`config.mk`:
```
export PLATFORM = sky130hd
export DESIGN_NAME = bbx_exec
export DESIGN_NICKNAME = d
export VERILOG_FILES = /design/src/shared/bbx_pkg.sv /design/src/shared/bbx_rf_if.sv /design/src/core/bbx_regfile.sv /design/src/core/bbx_exec.sv
export SDC_FILE = /design/constraint.sdc
export NUM_CORES = 2
export LEC_CHECK = 0
export BUFFER_PORTS_ARGS = -buffer_cell sky130_fd_sc_hd__buf_2
export CAP_MARGIN = 5
export CORE_ASPECT_RATIO = 0.6
export CORE_MARGIN = 2
export CORE_UTILIZATION = 60
export DETAILED_ROUTE_END_ITERATION = 10
export GPL_TIMING_DRIVEN = 1
export HOLD_SLACK_MARGIN = 0.1
export PLACE_DENSITY = 0.78
export RECOVER_POWER = 25
export SLEW_MARGIN = 20
export SYNTH_ARGS = -nofsm -noshare
export SYNTH_HDL_FRONTEND = slang
export SYNTH_SLANG_ARGS = --single-unit
```
`constraint.sdc`:
```
create_clock -name ref_clk -period 3.15 [get_ports ref_clk]
set_clock_uncertainty 0.2 [all_clocks]
set_input_delay 0.4725 -clock ref_clk [delete_from_list [all_inputs] [get_ports ref_clk]]
set_output_delay 0.4725 -clock ref_clk [all_outputs]
set_load 0.05 [all_outputs]
```
`src/shared/bbx_pkg.sv`:
```
// Functional notes
// - branch target is instruction low 18 bits
// - taken branch jumps to target, else continue
// - indefinite branch on exponent 1777 or 6000
// - overflow and underflow operands do not jump
// - taken jump from stack voids whole stack
// - opcode 04 jumps on bitwise index equality
// - opcode 05 jumps on any index bit difference
// - opcode 06 jumps on signed greater or equal
// - opcode 07 jumps on signed strictly less
// - positive zero orders above negative zero
// - opcode 10 copies source word unchanged
// - opcode 11 writes bitwise and
// - opcode 12 writes bitwise inclusive or
// - opcode 13 writes bitwise exclusive or
// - opcode 14 writes complement of second source
// - opcode 15 writes first and not second
// - opcode 16 writes first or not second
// - index bit 17 is the sign bit
package bbx_pkg;

    localparam int XW       = 60;
    localparam int BW       = 18;
    localparam int AW       = 3;
    localparam int IW       = 30;
    localparam int OPW      = 6;
    localparam int EXPW     = 12;
    localparam int NREG     = 8;

    // field positions (lsb of each field)
    localparam int OP1_LSB  = 9;
    localparam int I1_LSB   = 6;
    localparam int J1_LSB   = 3;
    localparam int K1_LSB   = 0;
    localparam int OP2_LSB  = 24;
    localparam int I2_LSB   = 21;
    localparam int J2_LSB   = 18;
    localparam int K2_LSB   = 0;
    localparam int EXP_LSB  = 48;
    localparam int SIGN_BIT = 17;

    // opcodes (octal 03/7, 04..07, 10..16)
    localparam logic [OPW-1:0] OP_XGRP = 6'h03;
    localparam logic [AW-1:0]  SUB_IND = 3'h7;
    localparam logic [OPW-1:0] OP_BEQ  = 6'h04;
    localparam logic [OPW-1:0] OP_BNE  = 6'h05;
    localparam logic [OPW-1:0] OP_BGE  = 6'h06;
    localparam logic [OPW-1:0] OP_BLT  = 6'h07;
    localparam logic [OPW-1:0] OP_XMIT = 6'h08;
    localparam logic [OPW-1:0] OP_AND  = 6'h09;
    localparam logic [OPW-1:0] OP_OR   = 6'h0A;
    localparam logic [OPW-1:0] OP_XOR  = 6'h0B;
    localparam logic [OPW-1:0] OP_CPL  = 6'h0C;
    localparam logic [OPW-1:0] OP_ANDN = 6'h0D;
    localparam logic [OPW-1:0] OP_ORN  = 6'h0E;

    localparam logic [EXPW-1:0] EXP_IND_POS = 12'h3FF;
    localparam logic [EXPW-1:0] EXP_IND_NEG = 12'hC00;

    // reset values
    localparam logic [XW-1:0] X_RST  = 60'h0;
    localparam logic [BW-1:0] B_RST  = 18'h0;
    localparam logic [IW-1:0] IW_RST = 30'h0;
    localparam logic [AW-1:0] A_RST  = 3'h0;

    typedef enum logic [1:0] {
        BBX_IDLE,
        BBX_FETCH,
        BBX_EXEC
    } bbx_state_type;

    // flipping the sign turns one's-complement order into unsigned order,
    // and leaves -0 (3FFFF -> 1FFFF) just below +0 (00000 -> 20000)
    function automatic logic [BW-1:0] bbx_order_key(input logic [BW-1:0] v);
        bbx_order_key = {~v[SIGN_BIT], v[SIGN_BIT-1:0]};
    endfunction : bbx_order_key

    // only the two indefinite exponents match; overflow 3777/4000 does not
    function automatic logic bbx_is_indefinite(input logic [XW-1:0] v);
        logic [EXPW-1:0] e;
        e = v[EXP_LSB +: EXPW];
        bbx_is_indefinite = (e == EXP_IND_POS) || (e == EXP_IND_NEG);
    endfunction : bbx_is_indefinite

endpackage : bbx_pkg

```
`src/shared/bbx_rf_if.sv`:
```
`timescale 1ns/1ps
interface bbx_rf_if;
    logic [bbx_pkg::AW-1:0] xa_addr;
    logic [bbx_pkg::AW-1:0] xb_addr;
    logic [bbx_pkg::AW-1:0] ba_addr;
    logic [bbx_pkg::AW-1:0] bb_addr;
    logic [bbx_pkg::XW-1:0] xa_data;
    logic [bbx_pkg::XW-1:0] xb_data;
    logic [bbx_pkg::BW-1:0] ba_data;
    logic [bbx_pkg::BW-1:0] bb_data;
    logic                   x_we;
    logic [bbx_pkg::AW-1:0] x_waddr;
    logic [bbx_pkg::XW-1:0] x_wdata;

    modport exec (
        output xa_addr, xb_addr, ba_addr, bb_addr, x_we, x_waddr, x_wdata,
        input  xa_data, xb_data, ba_data, bb_data
    );
    modport store (
        input  xa_addr, xb_addr, ba_addr, bb_addr, x_we, x_waddr, x_wdata,
        output xa_data, xb_data, ba_data, bb_data
    );
endinterface : bbx_rf_if

```
`src/core/bbx_regfile.sv`:
```
`timescale 1ns/1ps
module bbx_regfile (
    input  wire logic                   ref_clk,
    input  wire logic                   rstn,
    bbx_rf_if.store                     rf,
    input  wire logic                   x_load_en,
    input  wire logic [bbx_pkg::AW-1:0] x_load_addr,
    input  wire logic [bbx_pkg::XW-1:0] x_load_data,
    input  wire logic                   b_load_en,
    input  wire logic [bbx_pkg::AW-1:0] b_load_addr,
    input  wire logic [bbx_pkg::BW-1:0] b_load_data,
    input  wire logic [bbx_pkg::AW-1:0] peek_x_addr,
    output logic      [bbx_pkg::XW-1:0] peek_x_data,
    input  wire logic [bbx_pkg::AW-1:0] peek_b_addr,
    output logic      [bbx_pkg::BW-1:0] peek_b_data
);

    typedef struct packed {
        logic [bbx_pkg::NREG-1:0][bbx_pkg::XW-1:0] x;
        logic [bbx_pkg::NREG-1:0][bbx_pkg::BW-1:0] b;
        logic [bbx_pkg::XW-1:0]                    xa;
        logic [bbx_pkg::XW-1:0]                    xb;
        logic [bbx_pkg::BW-1:0]                    ba;
        logic [bbx_pkg::BW-1:0]                    bb;
        logic [bbx_pkg::XW-1:0]                    px;
        logic [bbx_pkg::BW-1:0]                    pb;
    } bbx_rf_state_type;

    bbx_rf_state_type cur;
    bbx_rf_state_type next_cur;

    ////////////////////////////////////////////////////////////////////////
    always_comb begin
        next_cur    = cur;
        // reads see the old word; a same-cycle write shows one cycle later
        next_cur.xa = cur.x[rf.xa_addr];
        next_cur.xb = cur.x[rf.xb_addr];
        next_cur.ba = cur.b[rf.ba_addr];
        next_cur.bb = cur.b[rf.bb_addr];
        next_cur.px = cur.x[peek_x_addr];
        next_cur.pb = cur.b[peek_b_addr];
        if (x_load_en) begin
            next_cur.x[x_load_addr] = x_load_data;
        end
        // execution result wins over an external load to the same word
        if (rf.x_we) begin
            next_cur.x[rf.x_waddr] = rf.x_wdata;
        end
        if (b_load_en) begin
            next_cur.b[b_load_addr] = b_load_data;
        end
    end

    always_ff @(posedge ref_clk) begin
        if (!rstn) begin
            cur <= '0;
        end else begin
            cur <= next_cur;
        end
    end

    assign rf.xa_data  = cur.xa;
    assign rf.xb_data  = cur.xb;
    assign rf.ba_data  = cur.ba;
    assign rf.bb_data  = cur.bb;
    assign peek_x_data = cur.px;
    assign peek_b_data = cur.pb;

endmodule : bbx_regfile

```
`src/core/bbx_exec.sv`:
```
`timescale 1ns/1ps
module bbx_exec (
    input  wire logic                   ref_clk,
    input  wire logic                   rstn,
    input  wire logic                   issue_valid,
    input  wire logic [bbx_pkg::IW-1:0] issue_word,
    input  wire logic                   issue_two_parcel,
    input  wire logic                   issue_from_stack,
    input  wire logic                   stack_present,
    output logic                        issue_ready,
    output logic                        exec_done,
    output logic                        branch_taken,
    output logic                        branch_continue,
    output logic [bbx_pkg::BW-1:0]      branch_target,
    output logic                        stack_void,
    output logic                        op_unsupported,
    input  wire logic                   x_load_en,
    input  wire logic [bbx_pkg::AW-1:0] x_load_addr,
    input  wire logic [bbx_pkg::XW-1:0] x_load_data,
    input  wire logic                   b_load_en,
    input  wire logic [bbx_pkg::AW-1:0] b_load_addr,
    input  wire logic [bbx_pkg::BW-1:0] b_load_data,
    input  wire logic [bbx_pkg::AW-1:0] peek_x_addr,
    output logic      [bbx_pkg::XW-1:0] peek_x_data,
    input  wire logic [bbx_pkg::AW-1:0] peek_b_addr,
    output logic      [bbx_pkg::BW-1:0] peek_b_data
);

    typedef struct packed {
        bbx_pkg::bbx_state_type state;
        logic [bbx_pkg::IW-1:0] word;
        logic                   two_parcel;
        logic                   from_stack;
        logic                   has_stack;
        logic                   ready;
        logic                   done;
        logic                   taken;
        logic                   cont;
        logic [bbx_pkg::BW-1:0] target;
        logic                   void_stack;
        logic                   bad;
    } bbx_exec_state_type;

    bbx_exec_state_type cur;
    bbx_exec_state_type next_cur;

    bbx_rf_if rf ();

    bbx_regfile u_regfile (
        .ref_clk     (ref_clk),
        .rstn        (rstn),
        .rf          (rf.store),
        .x_load_en   (x_load_en),
        .x_load_addr (x_load_addr),
        .x_load_data (x_load_data),
        .b_load_en   (b_load_en),
        .b_load_addr (b_load_addr),
        .b_load_data (b_load_data),
        .peek_x_addr (peek_x_addr),
        .peek_x_data (peek_x_data),
        .peek_b_addr (peek_b_addr),
        .peek_b_data (peek_b_data)
    );

    ////////////////////////////////////////////////////////////////////////
    // instruction fields
    logic [bbx_pkg::OPW-1:0] op_short;
    logic [bbx_pkg::AW-1:0]  i_short;
    logic [bbx_pkg::AW-1:0]  j_short;
    logic [bbx_pkg::AW-1:0]  k_short;
    logic [bbx_pkg::OPW-1:0] op_long;
    logic [bbx_pkg::AW-1:0]  i_long;
    logic [bbx_pkg::AW-1:0]  j_long;
    logic [bbx_pkg::BW-1:0]  k_long;

    assign op_short = cur.word[bbx_pkg::OP1_LSB +: bbx_pkg::OPW];
    assign i_short  = cur.word[bbx_pkg::I1_LSB +: bbx_pkg::AW];
    assign j_short  = cur.word[bbx_pkg::J1_LSB +: bbx_pkg::AW];
    assign k_short  = cur.word[bbx_pkg::K1_LSB +: bbx_pkg::AW];
    assign op_long  = cur.word[bbx_pkg::OP2_LSB +: bbx_pkg::OPW];
    assign i_long   = cur.word[bbx_pkg::I2_LSB +: bbx_pkg::AW];
    assign j_long   = cur.word[bbx_pkg::J2_LSB +: bbx_pkg::AW];
    assign k_long   = cur.word[bbx_pkg::K2_LSB +: bbx_pkg::BW];

    // the indefinite test reads its operand through the first x port
    assign rf.xa_addr = cur.two_parcel ? j_long : j_short;
    assign rf.xb_addr = k_short;
    assign rf.ba_addr = i_long;
    assign rf.bb_addr = j_long;

    ////////////////////////////////////////////////////////////////////////
    // operand views and condition evaluation
    logic [bbx_pkg::XW-1:0] first_src_operand_reg;
    logic [bbx_pkg::XW-1:0] second_src_operand_reg;
    logic [bbx_pkg::BW-1:0] first_index_reg;
    logic [bbx_pkg::BW-1:0] second_index_reg;
    logic                   idx_equal;
    logic                   idx_ge;
    logic                   xind;

    assign first_src_operand_reg  = rf.xa_data;
    assign second_src_operand_reg = rf.xb_data;
    assign first_index_reg        = rf.ba_data;
    assign second_index_reg       = rf.bb_data;

    // bitwise, so 00000 and 3FFFF differ
    assign idx_equal = (first_index_reg == second_index_reg);
    assign idx_ge    = bbx_pkg::bbx_order_key(first_index_reg) >=
                       bbx_pkg::bbx_order_key(second_index_reg);
    assign xind      = bbx_pkg::bbx_is_indefinite(first_src_operand_reg);

    ////////////////////////////////////////////////////////////////////////
    always_comb begin
        logic                   is_branch;
        logic                   cond;
        logic                   wr;
        logic [bbx_pkg::XW-1:0] res;
        is_branch = 1'b0;
        cond      = 1'b0;
        wr        = 1'b0;
        res       = bbx_pkg::X_RST;

        next_cur            = cur;
        next_cur.done       = 1'b0;
        next_cur.taken      = 1'b0;
        next_cur.cont       = 1'b0;
        next_cur.void_stack = 1'b0;
        next_cur.bad        = 1'b0;

        if (cur.two_parcel) begin
            unique case (op_long)
                bbx_pkg::OP_XGRP: begin
                    is_branch = (i_long == bbx_pkg::SUB_IND);
                    cond      = xind;
                end
                bbx_pkg::OP_BEQ: begin
                    is_branch = 1'b1;
                    cond      = idx_equal;
                end
                bbx_pkg::OP_BNE: begin
                    is_branch = 1'b1;
                    cond      = !idx_equal;
                end
                bbx_pkg::OP_BGE: begin
                    is_branch = 1'b1;
                    cond      = idx_ge;
                end
                bbx_pkg::OP_BLT: begin
                    is_branch = 1'b1;
                    cond      = !idx_ge;
                end
                default: begin
                    is_branch = 1'b0;
                end
            endcase
        end else begin
            wr = 1'b1;
            unique case (op_short)
                bbx_pkg::OP_XMIT: res = first_src_operand_reg;
                bbx_pkg::OP_AND:  res = first_src_operand_reg & second_src_operand_reg;
                bbx_pkg::OP_OR:   res = first_src_operand_reg | second_src_operand_reg;
                bbx_pkg::OP_XOR:  res = first_src_operand_reg ^ second_src_operand_reg;
                bbx_pkg::OP_CPL:  res = ~second_src_operand_reg;
                bbx_pkg::OP_ANDN: res = first_src_operand_reg & ~second_src_operand_reg;
                bbx_pkg::OP_ORN:  res = first_src_operand_reg | ~second_src_operand_reg;
                default: begin
                    wr = 1'b0;
                end
            endcase
        end

        rf.x_we    = 1'b0;
        rf.x_waddr = i_short;
        rf.x_wdata = res;

        unique case (cur.state)
            bbx_pkg::BBX_IDLE: begin
                if (issue_valid) begin
                    next_cur.state      = bbx_pkg::BBX_FETCH;
                    next_cur.word       = issue_word;
                    next_cur.two_parcel = issue_two_parcel;
                    next_cur.from_stack = issue_from_stack;
                    next_cur.has_stack  = stack_present;
                    next_cur.ready      = 1'b0;
                end
            end
            bbx_pkg::BBX_FETCH: begin
                // register file read data are registered; wait one cycle
                next_cur.state = bbx_pkg::BBX_EXEC;
            end
            bbx_pkg::BBX_EXEC: begin
                next_cur.state = bbx_pkg::BBX_IDLE;
                next_cur.ready = 1'b1;
                next_cur.done  = 1'b1;
                rf.x_we        = wr;
                if (is_branch) begin
                    next_cur.taken  = cond;
                    next_cur.cont   = !cond;
                    next_cur.target = k_long;
                    next_cur.void_stack = cond && cur.from_stack && cur.has_stack;
                end else begin
                    next_cur.bad = !wr;
                end
            end
        endcase
    end

    always_ff @(posedge ref_clk) begin
        if (!rstn) begin
            cur            <= '0;
            cur.state      <= bbx_pkg::BBX_IDLE;
            cur.word       <= bbx_pkg::IW_RST;
            cur.target     <= bbx_pkg::B_RST;
            cur.ready      <= 1'b1;
        end else begin
            cur <= next_cur;
        end
    end

    assign issue_ready     = cur.ready;
    assign exec_done       = cur.done;
    assign branch_taken    = cur.taken;
    assign branch_continue = cur.cont;
    assign branch_target   = cur.target;
    assign stack_void      = cur.void_stack;
    assign op_unsupported  = cur.bad;

endmodule : bbx_exec

```
==> results.py <==
metrics = {
    "outcome": {
        "status": "finished, violations left",
        "violations": "capacitance limit, slew limit",
    },
    "setup_path": {
        "path_class": "input pin to register",
        "critPathSlowestCell": "buf_2",
        "crit_buf_inv": 4,
        "reg2reg_from": "cur[37]$_SDFFE_PN0P_",
        "endpoint_kind": "register",
        "crit_chain": "dlygate4sd3_1 -> buf_8 -> inv_8 -> buf_2 -> nor2_1",
        "r2r_cells": 7,
        "start_kind": "input pin",
        "critical_path_arrival_ns": 3.27,
        "critPathTopFamily": "buffers and inverters",
        "cp_data_required_time_ns": 3.45,
        "max_stage_delay_ns": 1.21,
        "crit_path_start": "rstn",
        "cp_num_cells": 5,
        "crit_path_max_fanout": 84,
    },
    "worst_hold_path": {
        "holdPathStages": 3,
        "worstHoldStart": "peek_x_addr[2]",
        "min_path_type": "input pin to register",
    },
    "yosys": {
        "synth_top_cell_by_area": "dfxtp_1",
        "synth.top_cells.by_area": "dfxtp_1 35%, mux4_2 20%, mux2i_1 13%",
        "synth_edf_count": 0,
        "synth-seq-cells": 917,
        "yosysWarnings": 0,
        "synth_ff_type": "dfxtp_1",
        "netlist_instances": 5239,
        "synthArstFlopShare": 0,
        "synth.net_count": 5388,
        "seq_area_frac_synth": 0.3487,
        "syn_area_um2": 52650,
        "syn_area_per_cell_um2": 10.05,
        "ys_types": 42,
        "yosys.area.top_type_share": 0.3487,
    },
    "finish": {
        "final_cell_area_um2": 58330,
        "layout-drive-gt1-share": 0.1816,
        "nNetsFinal": 5305,
        "area_growth_pct": 10.78,
    },
    "sta": {
        "rsz0062_at_grt": "false",
        "max_freq_mhz": 337.0,
        "post-route-worst-setup-slack_ns": 0.1827,
        "post-route-period-util": 0.9420,
        "max_slew_margin": -0.01102,
        "tns_ns": 0,
        "setup_viol": 0,
        "final.min_clock_period_ns": 2.967,
        "drv_slew": 85,
        "tightest_slew_ns": 1.517,
        "hold_viol": 0,
    },
    "clocking": {
        "cts_tree": "yes",
        "clk_latency_ns": 0.71,
        "ctsResizeCount": 0,
        "cts_root_buffer": "clkbuf_16",
        "cts.clk_slew.worst_paths_ns": 0.06,
        "cts_max_path_buffers": 3,
        "clock_sinks": 917,
        "htree_levels": 3,
        "cts_buffers": 88,
    },
    "routing": {
        "remaining_drc_errors": 0,
        "drtPass1Iterations": 6,
        "wl_per_cell_um": 26.10,
        "drtIter0Drc": 5697,
        "postRouteAntennaNets": 0,
        "num_vias": 44140,
        "via_per_inst": 6.902,
        "wl_mm": 166.9,
    },
    "power_and_ir_drop": {
        "combPwrFrac": 0.135,
        "pwr-share-clk": 0.413,
        "p_leak_uw": 0.02800,
        "switching_share": 0.2747,
        "p_switching_uw": 7423,
        "ir_drop_mv": 0.5001,
        "p_total_uw": 27030,
        "power.internal_uw": 19600,
        "p_per_area_nw_per_um2": 463.3,
        "p_seq_frac": 0.452,
    },
    "place": {
        "hpwl_mm": 95.84,
        "port_buffers": 229,
        "dpl_cell_area_um2": 54330,
        "place_congestion": 0.8549,
        "pre_cts_ws_ns": 0.4350,
    },
    "floorplanning": {
        "pin_count": 230,
        "initial_core_util": 0.6036,
        "core_um2": 87230,
        "fp.dieH_um": 233.5,
        "die-area_um2": 90220,
        "die_x_um": 386.4,
        "row_count": 84,
    },
    "grt": {
        "antenna_found_initial": 5,
        "grt_overflow": 0,
        "track_usage": 0.3609,
        "grt_pass1_wl_mm": 253.2,
        "grt_max_degree": 121,
        "first_global_vias": 42760,
    },
    "run": {
        "drv_cap": 1,
    },
}
==> synthesized netlist by cell type, types with 3 or more instances <==
cell type and instances:
xnor2_1 60, nor2b_1 5, or3_1 62, clkbuf_2 10
and3_1 6, nor2_1 269, nand2b_1 6, nor4b_1 3
nand2_1 972, buf_2 100, a21oi_1 304, dfxtp_1 917
inv_1 84, a211oi_1 3, o211a_1 480, buf_4 97
nor3_1 11, nor4_1 4, nand4b_1 6, nor3b_1 3
o21ai_0 124, ha_1 21, a31oi_1 60, buf_1 146
mux4_2 468, mux2i_1 676, nand4_1 7, clkbuf_1 307
nand3_1 12
==> metrics by stage <==
step / hold WS, ns / utilization / cells
after global routing: 0.2025 / 0.6684 / 6388
after floorplan: 0.2155 / - / 5239
after detailed placement: 0.2501 / 0.6229 / 6110
final: 0.1922 / 0.6687 / 6396
after CTS: 0.1609 / 0.6703 / 6386
after global placement: 0.2440 / 0.6229 / 6110
==> worst paths after layout <==
| kind | endpoint | slack [ns] |
|---|---|---|
| worst max-delay path | branch_target[12]$_SDFFE_PN0P_ | 0.18 |
| worst min-delay path | u_regfile.peek_x_data[31]$_SDFF_PN0_ | 0.19 |
| worst min register to register | cur[24]$_SDFFE_PN0P_ | 0.26 |
| worst max register to register | u_regfile.cur[758]$_SDFF_PN0_ | 0.39 |
==> layout make-up <==
class,count,area [um^2]
antenna,10,25.02
tap,1161,1453
inverter,85,326.6
clock inverter,33,440.4
sequential,917,18380
fill,6544,28900
clock buffer,126,2525
multi-input combinational,3577,31170
timing repair buffer,487,4015
==> worst reg2reg max path, cell delays in order (launching register included) <==
cell	delay [ns]
dfxtp_2	0.42
inv_2	0.29
buf_4	0.32
or3_1	0.38
o21ai_0	0.09
o21ai_0	0.11
a21oi_1	0.62
o211a_1	0.27
==> routing by layer <==
metal / global-route usage / vias up / wire length, um
met5: 0 / - / 13
met4: 0.1360 / 2 / 5890
li1: - / 18770 / -
met3: 0.09586 / 510 / 22490
met2: 0.5554 / 3313 / 74390
met1: 0.4901 / 21550 / 64120
==> cells by family after synthesis <==
| group | count (synthesis) | share of synthesized area |
|---|---|---|
| adders and majority gates | 21 | 0.004990 |
| muxes | 1146 | 0.3291 |
| xor gates and xnor gates | 60 | 0.009980 |
| AOI/OAI and AO/OA | 976 | 0.1403 |
| and+or+nand+nor | 1374 | 0.1044 |
| DFF | 917 | 0.3487 |
| buffers and inverters | 745 | 0.06264 |
==> flip-flops by register name, summed over array words and instances, names as in the netlist <==
signal and count:
u_regfile.cur 624, u_regfile.peek_x_data 60, u_regfile.rf.xa_data 60, u_regfile.rf.xb_data 60, cur 35, branch_target 18, u_regfile.peek_b_data 18, u_regfile.rf.ba_data 18
u_regfile.rf.bb_data 18, branch_continue 1, branch_taken 1, exec_done 1, issue_ready 1, op_unsupported 1, stack_void 1
==> power groups by stage <==
stage / Combinational (uW) / Clock [uW] / Sequential, uW
2_1_floorplan: 2500 / 0 / 12300
3_3_place_gp: 3380 / 0 / 12400
3_5_place_dp: 3440 / 0 / 12400
4_1_cts: 3590 / 11200 / 12200
5_1_grt: 3850 / 11700 / 12200
6_report: 3650 / 11200 / 12200
==> repair_timing <==
action | 4_1_cts | 5_1_grt
hold buffers | 117 | 0
buffers inserted | 0 | 0
hold endpoints to repair | 650 | 0
setup endpoints to repair | 0 | 0
==> placed cells by master, fill, tap and decap left out, types with 7 or more instances in the layout <==
master	synthesis	routed
buf_4	97	76
nand4_1	7	7
mux4_2	468	468
buf_2	100	167
nor3_1	11	7
o21ai_0	124	124
bufinv_16	0	7
dlygate4sd3_1	0	117
clkinv_2	0	18
xnor2_1	60	60
dfxtp_1	917	909
a31oi_1	60	60
diode_2	0	10
nand2_1	972	969
inv_1	84	83
ha_1	21	21
clkbuf_8	0	19
clkbuf_1	307	83
mux2i_1	676	673
buf_12	0	57
o211a_1	480	480
a21oi_1	304	303
nor2_1	269	268
nand3_1	12	8
clkbuf_16	0	88
or3_1	62	62
Note: power is estimated with default switching activity, not from simulation.
